## src/hdl/bstc_pkg.sv

```systemverilog
// Summary of operation
// - Bank select sits at the last word of the window, shared by all banks.
// - Three-bit bank code: 0..3 select banks, top bit set selects none.
// - Upper byte of bank select reads 33 hex except during power-down, when the whole word reads zero.
// - Bank select reachable in any bank, but not during power-down.
// - Absent bank: writes dropped, reads return 33 hex per byte.
// - CRC suppress bit set means no CRC appended; clear appends CRC.
// - Switched full duplex: no deferral, no collision detection.
// - Switched full duplex forces full duplex on and carrier monitor off.
// - Policy low with early transmit: underrun when DMA address passes pointer.
// - Policy high with early transmit: underrun when packet numbers match and transmit passes load.
// - Protocol block wrap loops data internally, overrides other loops, no network.
// - Halt bit set stops and disables transmitter on quality test failure, except in switched full duplex.
// - Full duplex or switched full duplex accepts own frames; otherwise own frames are rejected.
// - Carrier monitor: no carrier by preamble end or lost aborts, disables.
// - Padding fills frames under 64 bytes with zero bytes.
// - Forced collision skips deferral and clears itself after the collision.
// - Local loop returns after the codec, ignores collision and carrier, no network.
// - Clearing enable finishes current frame; error stops clear enable.
package bstc_pkg;
	localparam logic [3:0]  OFF_TCR       = 4'h0;
	localparam logic [3:0]  OFF_BSR       = 4'he;
	localparam logic [2:0]  BANK_TX       = 3'h0;
	localparam logic [2:0]  BANK_RST      = 3'h0;
	localparam logic [15:0] TCR_RST       = 16'h0000;
	localparam logic [15:0] TCR_MASK      = 16'hfd8f;
	localparam logic [7:0]  SIGNATURE     = 8'h33;
	localparam logic [10:0] MIN_FRAME_LEN = 11'h040;
	localparam int B_TRANSMITTER_ON  = 0;
	localparam int B_LOOP   = 1;
	localparam int B_FORCED_COLLISION = 2;
	localparam int B_RSVD   = 3;
	localparam int B_PAD    = 7;
	localparam int B_CRC_SUPPRESS  = 8;
	localparam int B_MON    = 10;
	localparam int B_FDX    = 11;
	localparam int B_HALT   = 12;
	localparam int B_WRAP   = 13;
	localparam int B_POLICY = 14;
	localparam int B_SWITCHED_FULL_DUPLEX   = 15;
	typedef enum logic [1:0] {
		LOOP_NONE  = 2'b00,
		LOOP_CODEC = 2'b01,
		LOOP_BLOCK = 2'b10
	} bstc_loop_e;
	typedef enum logic [1:0] {
		ST_IDLE = 2'b00,
		ST_PRE  = 2'b01,
		ST_BODY = 2'b10
	} bstc_tx_e;
endpackage

```

## src/hdl/bstc_sync3.sv

```systemverilog
`timescale 1ns/100ps
module bstc_sync3 (
	input  wire logic clk_i,
	input  wire logic rst_i,
	input  wire logic d_i,
	output logic      q_o
);
	typedef struct packed {
		logic s1;
		logic s2;
		logic s3;
		logic q;
	} bstc_sync_s;

	bstc_sync_s s_q;
	bstc_sync_s s_d;

	always_comb begin
		s_d = s_q;
		s_d.s1 = d_i;
		s_d.s2 = s_q.s1;
		s_d.s3 = s_q.s2;
		if (s_q.s2 == s_q.s3) begin
			s_d.q = s_q.s3;
		end
	end

	always_ff @(posedge clk_i or posedge rst_i) begin
		if (rst_i) begin
			s_q <= '0;
		end else begin
			s_q <= s_d;
		end
	end

	assign q_o = s_q.q;
endmodule

```

## src/hdl/bstc_underrun.sv

```systemverilog
`timescale 1ns/100ps
module bstc_underrun #(
	parameter int AW = 11,
	parameter int PW = 6
) (
	input  wire logic          policy_i,
	input  wire logic          early_tx_enable_i,
	input  wire logic [AW-1:0] dma_addr_i,
	input  wire logic [AW-1:0] ptr_addr_i,
	input  wire logic [PW-1:0] load_pkt_i,
	input  wire logic [PW-1:0] tx_pkt_i,
	input  wire logic [AW-1:0] load_addr_i,
	input  wire logic [AW-1:0] tx_addr_i,
	output logic               force_o
);
	always_comb begin
		force_o = 1'b0;
		if (early_tx_enable_i) begin
			if (!policy_i) begin
				force_o = dma_addr_i > ptr_addr_i;
			end else begin
				force_o = (load_pkt_i == tx_pkt_i) && (tx_addr_i > load_addr_i);
			end
		end
	end
endmodule

```

## src/hdl/bstc_top.sv

```systemverilog
`timescale 1ns/100ps
module bstc_top #(
	parameter int AW = 11,
	parameter int PW = 6
) (
	input  wire logic          clk_i,
	input  wire logic          rst_i,
	input  wire logic [3:0]    io_addr_i,
	input  wire logic          io_wr_i,
	input  wire logic          io_rd_i,
	input  wire logic [1:0]    io_be_i,
	input  wire logic [15:0]   io_wdata_i,
	output logic      [15:0]   io_rdata_o,
	output logic               io_rvalid_o,
	input  wire logic          pwrdn_i,
	input  wire logic          carrier_i,
	input  wire logic          tx_start_i,
	input  wire logic          preamble_end_i,
	input  wire logic          frame_end_i,
	input  wire logic          collision_i,
	input  wire logic          signal_quality_test_fail_i,
	input  wire logic          tx_fatal_i,
	input  wire logic [10:0]   frame_len_i,
	input  wire logic          early_tx_enable_i,
	input  wire logic [AW-1:0] dma_addr_i,
	input  wire logic [AW-1:0] ptr_addr_i,
	input  wire logic [PW-1:0] load_pkt_i,
	input  wire logic [PW-1:0] tx_pkt_i,
	input  wire logic [AW-1:0] load_addr_i,
	input  wire logic [AW-1:0] tx_addr_i,
	output logic      [2:0]    bank_code_o,
	output logic               tx_permit_o,
	output logic               crc_append_o,
	output logic               defer_en_o,
	output logic               coll_det_en_o,
	output logic               accept_own_o,
	output logic               net_tx_en_o,
	output logic      [1:0]    loop_sel_o,
	output logic               pad_en_o,
	output logic      [6:0]    pad_count_o,
	output logic               tx_abort_o,
	output logic               tx_halt_o,
	output logic               underrun_o
);
	typedef struct packed {
		logic [15:0]        transmit_control;
		logic [2:0]         bank;
		logic [15:0]        rdata;
		logic               rvalid;
		bstc_pkg::bstc_tx_e st;
		logic               permit;
		logic               crc_append;
		logic               defer_en;
		logic               coll_en;
		logic               accept_own;
		logic               net_tx_en;
		bstc_pkg::bstc_loop_e loop_sel;
		logic               pad_en;
		logic [6:0]         pad;
		logic               abort;
		logic               halt;
		logic               underrun;
	} bstc_main_s;

	localparam bstc_main_s S_RST = '{
		transmit_control:        bstc_pkg::TCR_RST,
		bank:       bstc_pkg::BANK_RST,
		rdata:      16'h0000,
		rvalid:     1'b0,
		st:         bstc_pkg::ST_IDLE,
		permit:     1'b0,
		crc_append: 1'b1,
		defer_en:   1'b1,
		coll_en:    1'b1,
		accept_own: 1'b0,
		net_tx_en:  1'b1,
		loop_sel:   bstc_pkg::LOOP_NONE,
		pad_en:     1'b0,
		pad:        7'h00,
		abort:      1'b0,
		halt:       1'b0,
		underrun:   1'b0
	};

	bstc_main_s s_q;
	bstc_main_s s_d;
	logic       carrier_s;
	logic       under_req;
	logic       bsr_hit;
	logic       tcr_hit;
	logic       no_bank;
	logic       mon_eff;
	logic       carr_fail;
	logic [10:0] pad_diff;

	// ------------------------------------------------------------
	// Carrier pin synchroniser and underrun comparator
	// ------------------------------------------------------------
	bstc_sync3 u_carrier (
		.clk_i (clk_i),
		.rst_i (rst_i),
		.d_i   (carrier_i),
		.q_o   (carrier_s)
	);

	bstc_underrun #(
		.AW (AW),
		.PW (PW)
	) u_underrun (
		.policy_i          (s_q.transmit_control[bstc_pkg::B_POLICY]),
		.early_tx_enable_i (early_tx_enable_i),
		.dma_addr_i        (dma_addr_i),
		.ptr_addr_i        (ptr_addr_i),
		.load_pkt_i        (load_pkt_i),
		.tx_pkt_i          (tx_pkt_i),
		.load_addr_i       (load_addr_i),
		.tx_addr_i         (tx_addr_i),
		.force_o           (under_req)
	);

	// ------------------------------------------------------------
	// Next state
	// ------------------------------------------------------------
	always_comb begin
		s_d = s_q;
		s_d.rvalid = 1'b0;
		s_d.abort = 1'b0;
		s_d.halt = 1'b0;
		bsr_hit = io_addr_i == bstc_pkg::OFF_BSR;
		no_bank = s_q.bank[2];
		tcr_hit = !bsr_hit && !no_bank && (s_q.bank == bstc_pkg::BANK_TX) && (io_addr_i == bstc_pkg::OFF_TCR);
		// Monitoring is off in switched mode and in either loop
		mon_eff = s_q.transmit_control[bstc_pkg::B_MON] && !s_q.transmit_control[bstc_pkg::B_SWITCHED_FULL_DUPLEX]
			&& !s_q.transmit_control[bstc_pkg::B_LOOP] && !s_q.transmit_control[bstc_pkg::B_WRAP];
		carr_fail = mon_eff && !carrier_s;

		// Bank select: blocked by power-down or by a low byte enable that is clear
		if (io_wr_i && bsr_hit && !pwrdn_i && io_be_i[0]) begin
			s_d.bank = io_wdata_i[2:0];
		end
		// Writes to an absent bank never reach tcr_hit
		if (io_wr_i && tcr_hit) begin
			if (io_be_i[0]) begin
				s_d.transmit_control[7:0] = io_wdata_i[7:0] & bstc_pkg::TCR_MASK[7:0];
			end
			if (io_be_i[1]) begin
				s_d.transmit_control[15:8] = io_wdata_i[15:8] & bstc_pkg::TCR_MASK[15:8];
			end
		end

		if (io_rd_i) begin
			s_d.rvalid = 1'b1;
			if (bsr_hit) begin
				s_d.rdata = pwrdn_i ? 16'h0000 : {bstc_pkg::SIGNATURE, 5'h00, s_q.bank};
			end else if (no_bank) begin
				s_d.rdata = {bstc_pkg::SIGNATURE, bstc_pkg::SIGNATURE};
			end else if (tcr_hit) begin
				s_d.rdata = s_q.transmit_control;
			end else begin
				s_d.rdata = 16'h0000;
			end
		end

		// --------------------------------------------------------
		// Carrier monitor across one frame
		// --------------------------------------------------------
		unique case (s_q.st)
			bstc_pkg::ST_IDLE: begin
				if (tx_start_i) begin
					s_d.st = bstc_pkg::ST_PRE;
				end
			end
			bstc_pkg::ST_PRE: begin
				if (preamble_end_i) begin
					if (carr_fail) begin
						s_d.abort = 1'b1;
						s_d.st = bstc_pkg::ST_IDLE;
					end else begin
						s_d.st = bstc_pkg::ST_BODY;
					end
				end
			end
			bstc_pkg::ST_BODY: begin
				if (carr_fail) begin
					s_d.abort = 1'b1;
					s_d.st = bstc_pkg::ST_IDLE;
				end else if (frame_end_i) begin
					s_d.st = bstc_pkg::ST_IDLE;
				end
			end
			default: begin
				s_d.st = bstc_pkg::ST_IDLE;
			end
		endcase

		// --------------------------------------------------------
		// Hardware clears win over a host write in the same cycle
		// --------------------------------------------------------
		if (signal_quality_test_fail_i && s_q.transmit_control[bstc_pkg::B_HALT] && !s_q.transmit_control[bstc_pkg::B_SWITCHED_FULL_DUPLEX]) begin
			s_d.transmit_control[bstc_pkg::B_TRANSMITTER_ON] = 1'b0;
			s_d.halt = 1'b1;
		end
		if (collision_i) begin
			s_d.transmit_control[bstc_pkg::B_FORCED_COLLISION] = 1'b0;
		end
		s_d.underrun = under_req;
		if (s_d.abort || tx_fatal_i || under_req) begin
			s_d.transmit_control[bstc_pkg::B_TRANSMITTER_ON] = 1'b0;
		end

		// --------------------------------------------------------
		// Effective controls, aligned with the stored bits
		// --------------------------------------------------------
		s_d.crc_append = !s_d.transmit_control[bstc_pkg::B_CRC_SUPPRESS];
		s_d.defer_en = !s_d.transmit_control[bstc_pkg::B_SWITCHED_FULL_DUPLEX] && !s_d.transmit_control[bstc_pkg::B_FORCED_COLLISION];
		s_d.coll_en = !s_d.transmit_control[bstc_pkg::B_SWITCHED_FULL_DUPLEX] && !s_d.transmit_control[bstc_pkg::B_LOOP]
			&& !s_d.transmit_control[bstc_pkg::B_WRAP];
		s_d.accept_own = s_d.transmit_control[bstc_pkg::B_FDX] || s_d.transmit_control[bstc_pkg::B_SWITCHED_FULL_DUPLEX];
		if (s_d.transmit_control[bstc_pkg::B_WRAP]) begin
			s_d.loop_sel = bstc_pkg::LOOP_BLOCK;
		end else if (s_d.transmit_control[bstc_pkg::B_LOOP]) begin
			s_d.loop_sel = bstc_pkg::LOOP_CODEC;
		end else begin
			s_d.loop_sel = bstc_pkg::LOOP_NONE;
		end
		s_d.net_tx_en = !s_d.transmit_control[bstc_pkg::B_WRAP] && !s_d.transmit_control[bstc_pkg::B_LOOP];
		// New frames need the enable; a running frame finishes
		s_d.permit = s_d.transmit_control[bstc_pkg::B_TRANSMITTER_ON] || (s_d.st != bstc_pkg::ST_IDLE);
		s_d.pad_en = s_d.transmit_control[bstc_pkg::B_PAD];
		// Length given by the host excludes pad bytes
		pad_diff = bstc_pkg::MIN_FRAME_LEN - frame_len_i;
		if (s_d.pad_en && (frame_len_i < bstc_pkg::MIN_FRAME_LEN)) begin
			s_d.pad = pad_diff[6:0];
		end else begin
			s_d.pad = 7'h00;
		end
	end

	always_ff @(posedge clk_i or posedge rst_i) begin
		if (rst_i) begin
			s_q <= S_RST;
		end else begin
			s_q <= s_d;
		end
	end

	assign io_rdata_o    = s_q.rdata;
	assign io_rvalid_o   = s_q.rvalid;
	assign bank_code_o   = s_q.bank;
	assign tx_permit_o   = s_q.permit;
	assign crc_append_o  = s_q.crc_append;
	assign defer_en_o    = s_q.defer_en;
	assign coll_det_en_o = s_q.coll_en;
	assign accept_own_o  = s_q.accept_own;
	assign net_tx_en_o   = s_q.net_tx_en;
	assign loop_sel_o    = s_q.loop_sel;
	assign pad_en_o      = s_q.pad_en;
	assign pad_count_o   = s_q.pad;
	assign tx_abort_o    = s_q.abort;
	assign tx_halt_o     = s_q.halt;
	assign underrun_o    = s_q.underrun;
endmodule

```

## config.mk

```make
export PLATFORM = sky130hd
export DESIGN_NAME = bstc_top
export DESIGN_NICKNAME = d
export VERILOG_FILES = /design/src/hdl/bstc_pkg.sv /design/src/hdl/bstc_sync3.sv /design/src/hdl/bstc_underrun.sv /design/src/hdl/bstc_top.sv
export SDC_FILE = /design/constraint.sdc
export NUM_CORES = 1
export LEC_CHECK = 0
export ABC_CLOCK_PERIOD_IN_PS = 4600
export BUFFER_PORTS_ARGS = -buffer_cell sky130_fd_sc_hd__buf_2
export CAP_MARGIN = 20
export CORE_MARGIN = 3
export CORE_UTILIZATION = 51
export CTS_CLUSTER_SIZE = 16
export DETAILED_ROUTE_END_ITERATION = 10
export PLACE_DENSITY = 0.92
export SLEW_MARGIN = 40
export SYNTH_ARGS = -nofsm -noshare
export SYNTH_HDL_FRONTEND = slang
export SYNTH_SLANG_ARGS = --single-unit
export TNS_END_PERCENT = 1
```

## constraint.sdc

```tcl
create_clock -name clk_i -period 4.6 [get_ports clk_i]
set_input_delay 0.46 -clock clk_i [delete_from_list [all_inputs] [get_ports clk_i]]
set_output_delay 0.46 -clock clk_i [all_outputs]
set_load 0.03 [all_outputs]
```

==> flow_metrics.env <==
export IMPL_synth_top_family_by_area="simple AND/OR/NAND/NOR gates"
export IMPL_rsz0062_at_grt="no"
export IMPL_cts_tree="built"
export IMPL_diodes=0
export IMPL_yosys_register_bits=53
export IMPL_area_growth_pct=21.44
export IMPL_ys_seq_area_frac=0.4370
export IMPL_die_h_um=83.29
export IMPL_finalPower_uw=1316
export IMPL_r2r_cells=5
export IMPL_final_antenna_net_count=0
export IMPL_final_cell_mix="buf_2, dfrtp_1, inv_1, ha_1, nand3_1"
export IMPL_synth_edff_count=0
export IMPL_switching_power_uw=411.4
export IMPL_htreeDepth=2
export IMPL_drv_cap=0
export IMPL_dr_pass1_iters=4
export IMPL_worst_pin_slew_ns=0.6170
export IMPL_synth_top_area_share=0.4025
export IMPL_wl_per_cell_um=14.52
export IMPL_route_detailed_drc=0
export IMPL_async_flop_share=1.000
export IMPL_path_cells="nor4_2, and2_1, and3_1, mux2_4, or2_1"
export IMPL_skew_ns=0.009472
export IMPL_min_path_type="in -> async"
export IMPL_maxSlewViolCount=0
export IMPL_grt_first_pass_wirelength_mm=11.27
export IMPL_cts_resized=0
export IMPL_drt_initial_drc_count=79
export IMPL_design_portCount=141
export IMPL_cp_max_fo=13
export IMPL_yosys_area_top_type="dfrtp_1"
export IMPL_syn_cell_area_um2=3047
export IMPL_preCtsSetupSlack_ns=1.985
export IMPL_rr_endpoint="accept_own_o"
export IMPL_drive_gt1_frac=0.4074
export IMPL_nNetsFinal=533
export IMPL_internal_power_uw=904.4
export IMPL_clockBufferDepth=2
export IMPL_hold_buffers=0
export IMPL_ir_drop_uv=214.7
export IMPL_dieWidth_um=83.29
export IMPL_comb_power_share=0.287
export IMPL_p_leak_uw=0.002072
export IMPL_grt_overflow_total=0
export IMPL_max_freq_ghz=0.4027
export IMPL_coreArea_um2=5642
export IMPL_clkLatencyLatePin_ns=0.30
export IMPL_syn_num_nets=425
export IMPL_slowest_stage="and3_1"
export IMPL_critPathLaunchType="flop"
export IMPL_min_period_over_period=0.5399
export IMPL_r2r_start="bank_code_o[2]"
export IMPL_clkTransAtPathRegs_ns=0.09
export IMPL_wirelength_mm=6.925
export IMPL_placementRows=27
export IMPL_synth_compound_area_frac=0.08255
export IMPL_holdWs_ns=0.2442
export IMPL_via_per_inst=5.256
export IMPL_fin_util=0.6558
export IMPL_grt_max_degree=54
export IMPL_fillCellCount=462
export IMPL_route_vias_total=2507
export IMPL_cts_made_buffers=5
export IMPL_ys_types=51
export IMPL_yosys_area_share_simple=0.1478
export IMPL_required_ns=4.80
export IMPL_synth_xor_area_share=0.02875
export IMPL_endpoint_kind="flop"
export IMPL_tns_ns=0
export IMPL_die_area_um2=6937
export IMPL_critPathMaxStageDelay_ns=0.54
export IMPL_rrSetupSlack_ns=2.12
export IMPL_clockRootBuffer="clkbuf_8"
export IMPL_first_global_vias=2529
export IMPL_start_util=0.5400
export IMPL_worst_slack_ns=2.117
export IMPL_ys_warn_count=0
export IMPL_p_sw_frac=0.3127
export IMPL_finalHoldViolCount=0
export IMPL_power_density_nw_per_um2=355.6
export IMPL_seqPwrFrac=0.440
export IMPL_pwr_share_clk=0.273
export IMPL_outcome="finished, final reports clean"
export IMPL_criticalPathCategory="reg -> reg"
export IMPL_grt_use_total=0.2008
export IMPL_setup_viol=0
export IMPL_ys_top_cells_by_area="dfrtp_1, ha_1, buf_4"
export IMPL_place_hpwl_mm=5.663
export IMPL_layout_commonest_cell="buf_2"
export IMPL_yosys_area_share_adder=0.1142
export IMPL_arrival_ns=2.68
export IMPL_antenna_found_initial=0
export IMPL_synthCells=296
export IMPL_avgSynthCellArea_um2=10.29
export IMPL_relSlewSlack=0.5887
export IMPL_ys_flop_type="dfrtp_1"
export IMPL_fin_crit_ns=2.483
export IMPL_place_gp_congestion=0.8276
export IMPL_cts_setup_buffers=0
export IMPL_io_buffer_count=135
export IMPL_muxShareOfSynthArea=0.06119
export IMPL_clock_sinks=53
## cell usage after synthesis (all sizes together) (2+ instances only)
cell / n
a211oi: 3
a21o: 3
a21oi: 12
a221oi: 2
and2: 2
and3: 2
and3b: 2
buf: 32
clkbuf: 2
dfrtp: 49
dfstp: 4
ha: 27
inv: 37
mux2: 12
mux2i: 4
nand2: 3
nand2b: 4
nand3: 18
nand4: 4
nor2: 17
nor2b: 4
nor3: 4
nor3b: 2
nor4: 4
o21ai: 12
or2: 2
or3: 3
or4: 2
xnor2: 5
xor2: 5
## kinds of logic after synthesis
family,count (synthesis)
buffers and inverters,71
AND/OR/NAND/NOR,77
flip-flops,53
AO/OA/AOI/OAI,40
adder cells (fa/ha/maj),28
other,1
multiplexers,16
XOR/XNOR,10
## power groups by stage
stage | clock (µW) | sequential, µW | combinational (µW)
finish | 359 | 578 | 378
global route | 383 | 587 | 414
CTS | 366 | 580 | 382
detailed placement | 0 | 588 | 377
global placement | 0 | 585 | 362
floorplan | 0 | 620 | 235
## per-stage QoR
step / area [µm²] / instances
final: 3700 / 477
after global placement: 3563 / 469
after floorplan: 3047 / 296
after global routing: 3700 / 477
after CTS: 3700 / 477
after detailed placement: 3566 / 469
## critical path, delay by kind of cell, from the launching register on
| kind | cells | cell delay [ns] |
|---|---|---|
| multiplexers | 1 | 0.38 |
| AND/OR/NAND/NOR | 4 | 1.56 |
| flip-flops | 1 | 0.44 |
## registers in the layout, summed over array words and instances, names as in the netlist, 2 cells and up
register       count
s_q               14
u_carrier.s_d      2
bank_code_o        3
pad_count_o        7
io_rdata_o        14
## per-layer routing
metal / wire, µm / global-route usage / share of wire / vias to the layer above
met5: 0 / 0 / 0 / -
met4: 143 / 0.06835 / 0.021 / 0
met3: 602 / 0.04663 / 0.087 / 13
met2: 3576 / 0.3688 / 0.52 / 120
met1: 2602 / 0.2266 / 0.38 / 1175
li1: - / - / - / 1199
## final cells by class
| class | instances | area, µm² | area share |
|---|---|---|---|
| clock inverters | 3 | 65.06 | 0.01759 |
| multi-input cells | 172 | 1328 | 0.3588 |
| clock buffers | 5 | 68.82 | 0.01860 |
| repair buffers | 135 | 675.6 | 0.1826 |
| inverters | 37 | 141.4 | 0.03821 |
| well taps | 72 | 90.09 | 0.02435 |
| flip-flops and latches | 53 | 1331 | 0.3598 |
## worst max-delay path by stage
| stage | start | to | slack (ns) | cells after the start |
|---|---|---|---|---|
| after global routing | bank_code_o[2] | accept_own_o | 1.99 | 5 |
| after CTS | bank_code_o[2] | accept_own_o | 2.13 | 5 |
| after detailed placement | io_addr_i[2] | accept_own_o | 1.98 | 6 |
| after global placement | io_addr_i[2] | accept_own_o | 2.01 | 6 |
| after floorplan | io_addr_i[2] | pad_count_o[6] | 2.68 | 6 |
| final | bank_code_o[2] | accept_own_o | 2.12 | 5 |
Power figures use the tool's default switching activity.
